--- src/hw/flash_ctrl_defines.vh ---
// Command codes, status bits and timing for the flash status and power controller
`ifndef FLASH_CTRL_DEFINES_VH
`define FLASH_CTRL_DEFINES_VH
`define CLK_MHZ 50
`define CMD_READ_ARRAY 8'hFF
`define CMD_READ_STATUS 8'h70
`define CMD_CLEAR_STATUS 8'h50
`define CMD_ERASE_SETUP 8'h20
`define CMD_ERASE_CONFIRM 8'hD0
`define CMD_PROG_SETUP 8'h40
`define SR_DONE 7
`define SR_ERASE_ERR 5
`define SR_PROG_ERR 4
`define SR_SUPPLY_ERR 3
`define T_WP_NS 50
`define T_WPH_NS 20
`define T_RP_NS 150
`define T_RS_NS 1000
`define T_ACE_NS 90
`define T_OD_NS 25
`define T_WB_NS 200
// Least times round up to whole cycles
`define NS_TO_CYC(ns) (((ns) * `CLK_MHZ + 999) / 1000)
`define OP_PROGRAM 2'h0
`define OP_ERASE 2'h1
`define OP_CLEAR 2'h2
`define OP_READ_ARRAY 2'h3
`endif

--- src/hw/flash_status_power_control.v ---
// Host controller driving program, erase, status check and power pins of a parallel flash
`include "flash_ctrl_defines.vh"
module flash_status_power_control #(
  parameter ADDR_W = 20,
  parameter DATA_W = 8,
  parameter POLL_LIMIT = 32'd25000000
) (
  input wire i_sys_clk,
  input wire i_rst_n,
  input wire i_clk_en,
  input wire i_supply_ok,
  input wire i_powerdown,
  input wire i_req,
  input wire [1:0] i_op,
  input wire [ADDR_W-1:0] i_addr,
  input wire [DATA_W-1:0] i_wdata,
  input wire [DATA_W-1:0] i_dq_in,
  output reg o_ready,
  output reg o_done,
  output reg [7:0] o_status,
  output reg o_locked,
  output reg o_timeout,
  output reg o_reset_powerdown_pin,
  output reg o_ce_n,
  output reg o_we_n,
  output reg o_oe_n,
  output reg [ADDR_W-1:0] o_addr,
  output reg [DATA_W-1:0] o_dq_out,
  output reg o_dq_oe
);
  localparam integer C_WP_I = `NS_TO_CYC(`T_WP_NS);
  localparam integer C_WPH_I = `NS_TO_CYC(`T_WPH_NS);
  localparam integer C_RP_I = `NS_TO_CYC(`T_RP_NS);
  localparam integer C_RS_I = `NS_TO_CYC(`T_RS_NS);
  // One spare cycle so status has settled before it is sampled
  localparam integer C_ACE_I = `NS_TO_CYC(`T_ACE_NS) + 1;
  localparam integer C_OD_I = `NS_TO_CYC(`T_OD_NS);
  localparam integer C_WB_I = `NS_TO_CYC(`T_WB_NS);
  localparam [7:0] C_WP = C_WP_I[7:0];
  localparam [7:0] C_WPH = C_WPH_I[7:0];
  localparam [7:0] C_RP = C_RP_I[7:0];
  localparam [7:0] C_RS = C_RS_I[7:0];
  localparam [7:0] C_ACE = C_ACE_I[7:0];
  localparam [7:0] C_OD = C_OD_I[7:0];
  localparam [7:0] C_WB = C_WB_I[7:0];

  localparam [3:0] S_PWRUP = 4'h0;
  localparam [3:0] S_RELEASE = 4'h1;
  localparam [3:0] S_IDLE = 4'h2;
  localparam [3:0] S_WLOW = 4'h3;
  localparam [3:0] S_WHIGH = 4'h4;
  localparam [3:0] S_WAITB = 4'h5;
  localparam [3:0] S_RLOW = 4'h6;
  localparam [3:0] S_RHIGH = 4'h7;
  localparam [3:0] S_PDOWN = 4'h8;

  reg [3:0] state;
  reg [7:0] cnt;
  reg [1:0] op;
  reg [1:0] phase;
  reg [7:0] cmd;
  reg [31:0] poll;

  function [7:0] cmd_of;
    input [1:0] f_op;
    input [1:0] f_phase;
    begin
      case (f_op)
        `OP_PROGRAM: cmd_of = (f_phase == 2'h0) ? `CMD_PROG_SETUP : 8'h00;
        `OP_ERASE: cmd_of = (f_phase == 2'h0) ? `CMD_ERASE_SETUP : `CMD_ERASE_CONFIRM;
        `OP_CLEAR: cmd_of = `CMD_CLEAR_STATUS;
        default: cmd_of = `CMD_READ_ARRAY;
      endcase
    end
  endfunction

  // Single-cycle ops skip the second write
  function last_phase;
    input [1:0] f_op;
    input [1:0] f_phase;
    begin
      last_phase = (f_op == `OP_CLEAR) || (f_op == `OP_READ_ARRAY) || (f_phase == 2'h1);
    end
  endfunction

  always @(posedge i_sys_clk) begin
    if (!i_rst_n) begin
      state <= S_PWRUP;
      cnt <= 8'h00;
      op <= 2'h0;
      phase <= 2'h0;
      cmd <= 8'h00;
      poll <= 32'h0;
      o_ready <= 1'b0;
      o_done <= 1'b0;
      o_status <= 8'h00;
      o_locked <= 1'b0;
      o_timeout <= 1'b0;
      o_reset_powerdown_pin <= 1'b0;
      o_ce_n <= 1'b1;
      o_we_n <= 1'b1;
      o_oe_n <= 1'b1;
      o_addr <= {ADDR_W{1'b0}};
      o_dq_out <= {DATA_W{1'b0}};
      o_dq_oe <= 1'b0;
    end else if (i_clk_en) begin
      o_done <= 1'b0;
      case (state)
        S_PWRUP: begin
          // Pin stays low until the supply is valid and minimum low time passes
          o_reset_powerdown_pin <= 1'b0;
          o_ce_n <= 1'b1;
          o_we_n <= 1'b1;
          if (!i_supply_ok) begin
            cnt <= 8'h00;
          end else if (cnt >= C_RP) begin
            o_reset_powerdown_pin <= 1'b1;
            cnt <= 8'h00;
            state <= S_RELEASE;
          end else begin
            cnt <= cnt + 8'h01;
          end
        end
        S_RELEASE: begin
          // Device wakes in array read with cleared status
          if (cnt >= C_RS) begin
            o_status <= 8'h00;
            o_locked <= 1'b0;
            o_ready <= 1'b1;
            state <= S_IDLE;
          end else begin
            cnt <= cnt + 8'h01;
          end
        end
        S_IDLE: begin
          o_ce_n <= 1'b1;
          o_dq_oe <= 1'b0;
          if (!i_supply_ok) begin
            o_ready <= 1'b0;
            cnt <= 8'h00;
            state <= S_PWRUP;
          end else if (i_powerdown) begin
            o_reset_powerdown_pin <= 1'b0;
            o_ready <= 1'b0;
            state <= S_PDOWN;
          end else if (i_req) begin
            o_ready <= 1'b0;
            o_timeout <= 1'b0;
            op <= i_op;
            phase <= 2'h0;
            if (o_locked && (i_op == `OP_PROGRAM || i_op == `OP_ERASE)) begin
              o_done <= 1'b1;
              o_ready <= 1'b1;
            end else begin
              o_addr <= i_addr;
              cmd <= cmd_of(i_op, 2'h0);
              o_dq_out <= cmd_of(i_op, 2'h0);
              o_dq_oe <= 1'b1;
              o_ce_n <= 1'b0;
              o_we_n <= 1'b0;
              cnt <= 8'h00;
              state <= S_WLOW;
            end
          end
        end
        S_WLOW: begin
          if (cnt >= C_WP) begin
            o_we_n <= 1'b1;
            cnt <= 8'h00;
            state <= S_WHIGH;
          end else begin
            cnt <= cnt + 8'h01;
          end
        end
        S_WHIGH: begin
          if (cnt >= C_WPH) begin
            cnt <= 8'h00;
            if (!last_phase(op, phase)) begin
              phase <= 2'h1;
              o_dq_out <= (op == `OP_PROGRAM) ? i_wdata : cmd_of(op, 2'h1);
              o_we_n <= 1'b0;
              state <= S_WLOW;
            end else if (op == `OP_PROGRAM || op == `OP_ERASE) begin
              // Release CE; the sequencer keeps running on its own
              o_ce_n <= 1'b1;
              o_dq_oe <= 1'b0;
              poll <= 32'h0;
              state <= S_WAITB;
            end else begin
              if (op == `OP_CLEAR) begin
                o_status <= 8'h00;
                o_locked <= 1'b0;
              end
              o_ce_n <= 1'b1;
              o_dq_oe <= 1'b0;
              o_done <= 1'b1;
              o_ready <= 1'b1;
              state <= S_IDLE;
            end
          end else begin
            cnt <= cnt + 8'h01;
          end
        end
        S_WAITB: begin
          if (cnt >= C_WB) begin
            cnt <= 8'h00;
            o_ce_n <= 1'b0;
            o_oe_n <= 1'b0;
            state <= S_RLOW;
          end else begin
            cnt <= cnt + 8'h01;
          end
        end
        S_RLOW: begin
          // Reads return status while busy
          if (cnt >= C_ACE) begin
            o_oe_n <= 1'b1;
            o_ce_n <= 1'b1;
            cnt <= 8'h00;
            poll <= poll + 32'h1;
            if (i_dq_in[`SR_DONE]) begin
              o_status <= i_dq_in[7:0];
              o_locked <= i_dq_in[`SR_SUPPLY_ERR];
              op <= `OP_READ_ARRAY;
              phase <= 2'h0;
              state <= S_RHIGH;
            end else if (poll >= POLL_LIMIT) begin
              o_timeout <= 1'b1;
              o_status <= i_dq_in[7:0];
              op <= `OP_READ_ARRAY;
              state <= S_RHIGH;
            end else begin
              state <= S_WAITB;
            end
          end else begin
            cnt <= cnt + 8'h01;
          end
        end
        S_RHIGH: begin
          // Return to array read with one write of the read-array code
          if (cnt >= C_OD) begin
            cnt <= 8'h00;
            o_dq_out <= `CMD_READ_ARRAY;
            o_dq_oe <= 1'b1;
            o_ce_n <= 1'b0;
            o_we_n <= 1'b0;
            state <= S_WLOW;
          end else begin
            cnt <= cnt + 8'h01;
          end
        end
        S_PDOWN: begin
          if (!i_powerdown) begin
            o_reset_powerdown_pin <= 1'b1;
            cnt <= 8'h00;
            state <= S_RELEASE;
          end
        end
        default: begin
          state <= S_PWRUP;
        end
      endcase
      // Supply loss drops the pin on the next enabled cycle, so no half-done write runs on
      if (!i_supply_ok && state != S_PWRUP) begin
        o_reset_powerdown_pin <= 1'b0;
        o_ready <= 1'b0;
        o_done <= 1'b0;
        o_ce_n <= 1'b1;
        o_we_n <= 1'b1;
        o_oe_n <= 1'b1;
        o_dq_oe <= 1'b0;
        cnt <= 8'h00;
        state <= S_PWRUP;
      end
    end
  end
endmodule // flash_status_power_control

--- config.mk ---
export PLATFORM = sky130hd
export DESIGN_NAME = flash_status_power_control
export DESIGN_NICKNAME = d
export VERILOG_FILES = /design/src/hw/flash_status_power_control.v
export VERILOG_INCLUDE_DIRS = /design/src /design/src/hw
export SDC_FILE = /design/constraint.sdc
export NUM_CORES = 1
export LEC_CHECK = 0
export BUFFER_PORTS_ARGS = -buffer_cell sky130_fd_sc_hd__buf_4
export CAP_MARGIN = 20
export CORE_ASPECT_RATIO = 2
export CORE_UTILIZATION = 56
export DETAILED_ROUTE_END_ITERATION = 7
export PLACE_DENSITY = 0.81
export SYNTH_ARGS = -nofsm -noshare
export SYNTH_HDL_FRONTEND = slang
export SYNTH_SLANG_ARGS = --single-unit
--- constraint.sdc ---
create_clock -name i_sys_clk -period 3.1 [get_ports i_sys_clk]
set_input_delay 0.62 -clock i_sys_clk [delete_from_list [all_inputs] [get_ports i_sys_clk]]
set_output_delay 0.62 -clock i_sys_clk [all_outputs]
set_load 0.02 [all_outputs]
==> key figures <==
Timing
  – Setup repair after global routing missed its margin: false
  – Worst clock skew on the final layout: 0.01109 ns
  – Slew at the pin with the worst max-slew slack: 0.9539 ns
  – Worst path setup slack after routing: 0.3270 ns
  – Highest attainable clock frequency: 360.6 MHz
  – Final count of hold timing violations: 0
  – Setup TNS after final layout: 0 ns
  – Part of the cycle the worst path needs: 89.45%
  – Number of endpoints failing setup at the final stage: 0
  – Worst relative slew slack: 34.76%
  – Final max-slew violation count: 0
  – Shortest clock period the worst path allows after layout: 2.773 ns

Synth
  – Share of synthesized area occupied by flip-flops and latches: 36.39%
  – Post-synth net total: 699
  – Dominant cell type by area after synthesis: dfxtp_1
  – Post-synthesis average cell area: 7.847 um2
  – Cell count after synthesis: 645
  – Number of storage elements in the synthesis netlist: 92
  – Proportion of netlist area held by the largest area contributor: 36.39%
  – Leading post-synthesis cells by instance count: 92 x dfxtp_1, 92 x nand2_1, 70 x a21oi_1, 48 x nor2_1, 35 x o21ai_0
  – Yosys cell types: 74
  – Synth Flop Type: dfxtp_1
  – Proportion of synthesized flip-flops having asynchronous set or reset: 0%
  – Largest cells by area after synthesis: dfxtp_1 36%, a21oi_1 6.9%, nand2_1 6.8%, xnor2_1 4.0%, nor2_1 3.6%
  – Number of enable flip-flop cells after synthesis: 0
  – Yosys warning count: 0
  – Post-synthesis cell area: 5061 um2

Place
  – Final RePlAce weighted congestion: 1.045
  – Port Buf Inserts: 88
  – HPWL Detailed: 11,670 um
  – Post-Place Worst Slack: 0.4429 ns

Min path
  – Worst min-delay path startpoint: o_addr[11]
  – Min-delay worst type: reg2reg

Worst setup path
  – Critical path destination: cnt[4]
  – Reg2Reg Setup Slack: 0.33 ns
  – Type of destination of the critical path: flip-flop
  – Kind of start point of the critical path: flip-flop
  – Data arrival time at the worst-slack endpoint: 3.04 ns
  – Crit path buffers/inverters: 1
  – Critical R2R Capture: cnt[4]
  – Worst-case reg-to-reg path depth: 7
  – Crit-path max FO: 17
  – Number of stages on the worst setup path: 7
  – Worst Setup Path Type: reg2reg
  – Data required time at the worst endpoint: 3.36 ns
  – Crit Reg-Reg Startpoint: state[0]
  – Largest incremental delay on the critical path: 0.74 ns
  – Crit path launch: state[0]
  – List of cells traversed by the critical path: buf_4, nor3_1, xnor2_1, o21ai_1, a21o_1, or4_1, a21oi_1
  – Slowest cell on the critical path: nor3_1
  – CP delay by family, top: simple AND/OR/NAND/NOR gates

Route
  – Drt initial violations: 458
  – Number of vias per cell: 6.302
  – Final wirelength: 15,910 um
  – Via count of the routed design: 5,275
  – Detailed-route wire length per cell: 19.01 um
  – DRT antenna net count: 0
  – DRC: 0
  – First drt pass iteration count: 7

CTS
  – Clock Pin Slew Worst Setup and Hold Paths: 0.07 ns
  – Post-CTS Hold Fix Bufs: 0
  – Max clock buf depth: 2
  – CTS Root Buffer Type: clkbuf_16
  – CTS tree: yes
  – TritonCTS Sinks: 92
  – Clock Latency Late Sink: 0.35 ns
  – Buffer count from post-CTS setup fixing: 0
  – Number of H-tree levels: 3
  – Gates resized, CTS repair: 0
  – Number of clock buffers inserted by TritonCTS: 9

Floorplanning
  – Core Footprint: 8708 um2
  – Initial Util: 58.12%
  – Total Die Area: 9445 um2
  – Cell Rows: 48
  – Floorplan die width: 69.22 um
  – Count of pins on the block boundary: 89
  – Overall die height: 136.4 um

Finish
  – Relative area change from synthesis to final layout: 21.26%
  – Diode insertion count for antenna repair: 0
  – Fraction of layout cells with a size suffix above 1: 20.90%
  – FILL cells: 696
  – Final-stage net count: 786

Outcome
  – Result of the run: finished, final reports clean

Power and ir drop
  – Total power divided by cell area: 380.6 nW/um2
  – Peak supply drop: 0.0004571 V
  – Lkg Pwr: 0.002277 uW

Global route
  – Global routing usage summed across all routing layers: 33.67%
  – Largest net degree at the start of global routing: 42
  – Via count of the first global-routing pass: 5,129
  – Wire length of the first global-routing pass: 25,030 um
  – Total congestion overflow after global routing: 0
  – Number of antenna violations at the first check in global routing: 0

Flow run
  – # Max-Cap Violations: 0
metrics by stage:
stage                     hold slack, ns  cells  power, uW  utilization, %  area (um2)
after CTS                         0.4565    837       2351           70.47        6137
after global placement            0.4409    821       1324           67.30        5861
after global routing              0.4795    837       2404           70.47        6137
final                             0.4557    837       2336           70.47        6137
after floorplan                   0.4647    645       1259               -        5061
after detailed placement          0.4471    821       1326           67.30        5861
cell type report:
type                    count  area, um2  area share, %
multi-input cells         491       2948          48.03
clock buffers               9      225.2          3.670
clock inverters             7      51.30         0.8359
flip-flops and latches     92       1842          30.01
well taps                 100      125.1          2.039
inverters                  24      90.09          1.468
repair buffers            114      855.8          13.94
kinds of logic after synthesis:
group	synth area share, %
compound gates	20.52
xor+xnor	4.153
simple gates	28.38
fa+ha+maj	2.868
buf+inv	5.463
flops	36.39
mux	2.225
flip-flops by register name (all words and copies together), names as in the netlist, 2 cells and up:
name,count
cnt,8
o_addr,20
o_dq_out,8
o_status,8
op,2
poll,32
state,4
how the worst min path moves through the flow:
| stage | slack, ns | depth (start not counted) | to |
|---|---|---|---|
| detailed placement | 0.45 | 2 | o_addr[4] |
| CTS | 0.46 | 2 | o_addr[7] |
| global placement | 0.44 | 2 | o_dq_out[2] |
| global route | 0.48 | 2 | o_addr[17] |
| floorplan | 0.46 | 2 | poll[30] |
| finish | 0.46 | 2 | o_addr[11] |
metal layers:
layer  GRT usage (%)  wire, um
met2           62.03      8583
met4           21.32       899
met3           5.486       758
met5               0         0
met1           34.79      5667
layout by cell type (no fill, tap or decap), drive strengths merged, types with 4 or more instances in the layout:
cell | synthesis | final
nor2b | 6 | 6
or3 | 18 | 18
clkinv | 1 | 5
buf | 16 | 114
nand2 | 92 | 92
o21ai | 38 | 38
a21o | 4 | 4
ha | 10 | 10
o211ai | 7 | 7
inv | 23 | 24
clkbuf | 22 | 9
nor2 | 49 | 49
nor4 | 15 | 15
a21oi | 70 | 70
dfxtp | 92 | 92
xnor2 | 23 | 23
o31ai | 6 | 6
mux2i | 9 | 9
nand2b | 6 | 6
nor3 | 21 | 21
nor4b | 4 | 4
and3 | 6 | 6
or4 | 5 | 5
nand3 | 21 | 21
nand4 | 16 | 16
power by group:
part / switching, uW / total [uW] / internal, uW
clock: 487 / 1030 / 546
combinational: 65.3 / 119 / 53.4
sequential: 1.76 / 1180 / 1180
worst min-delay path: stages (launching register included):
cell and delay [ns]:
dfxtp_1 0.31, nand2_1 0.05, a21oi_1 0.05
Note: power is estimated with default switching activity, not from simulation.
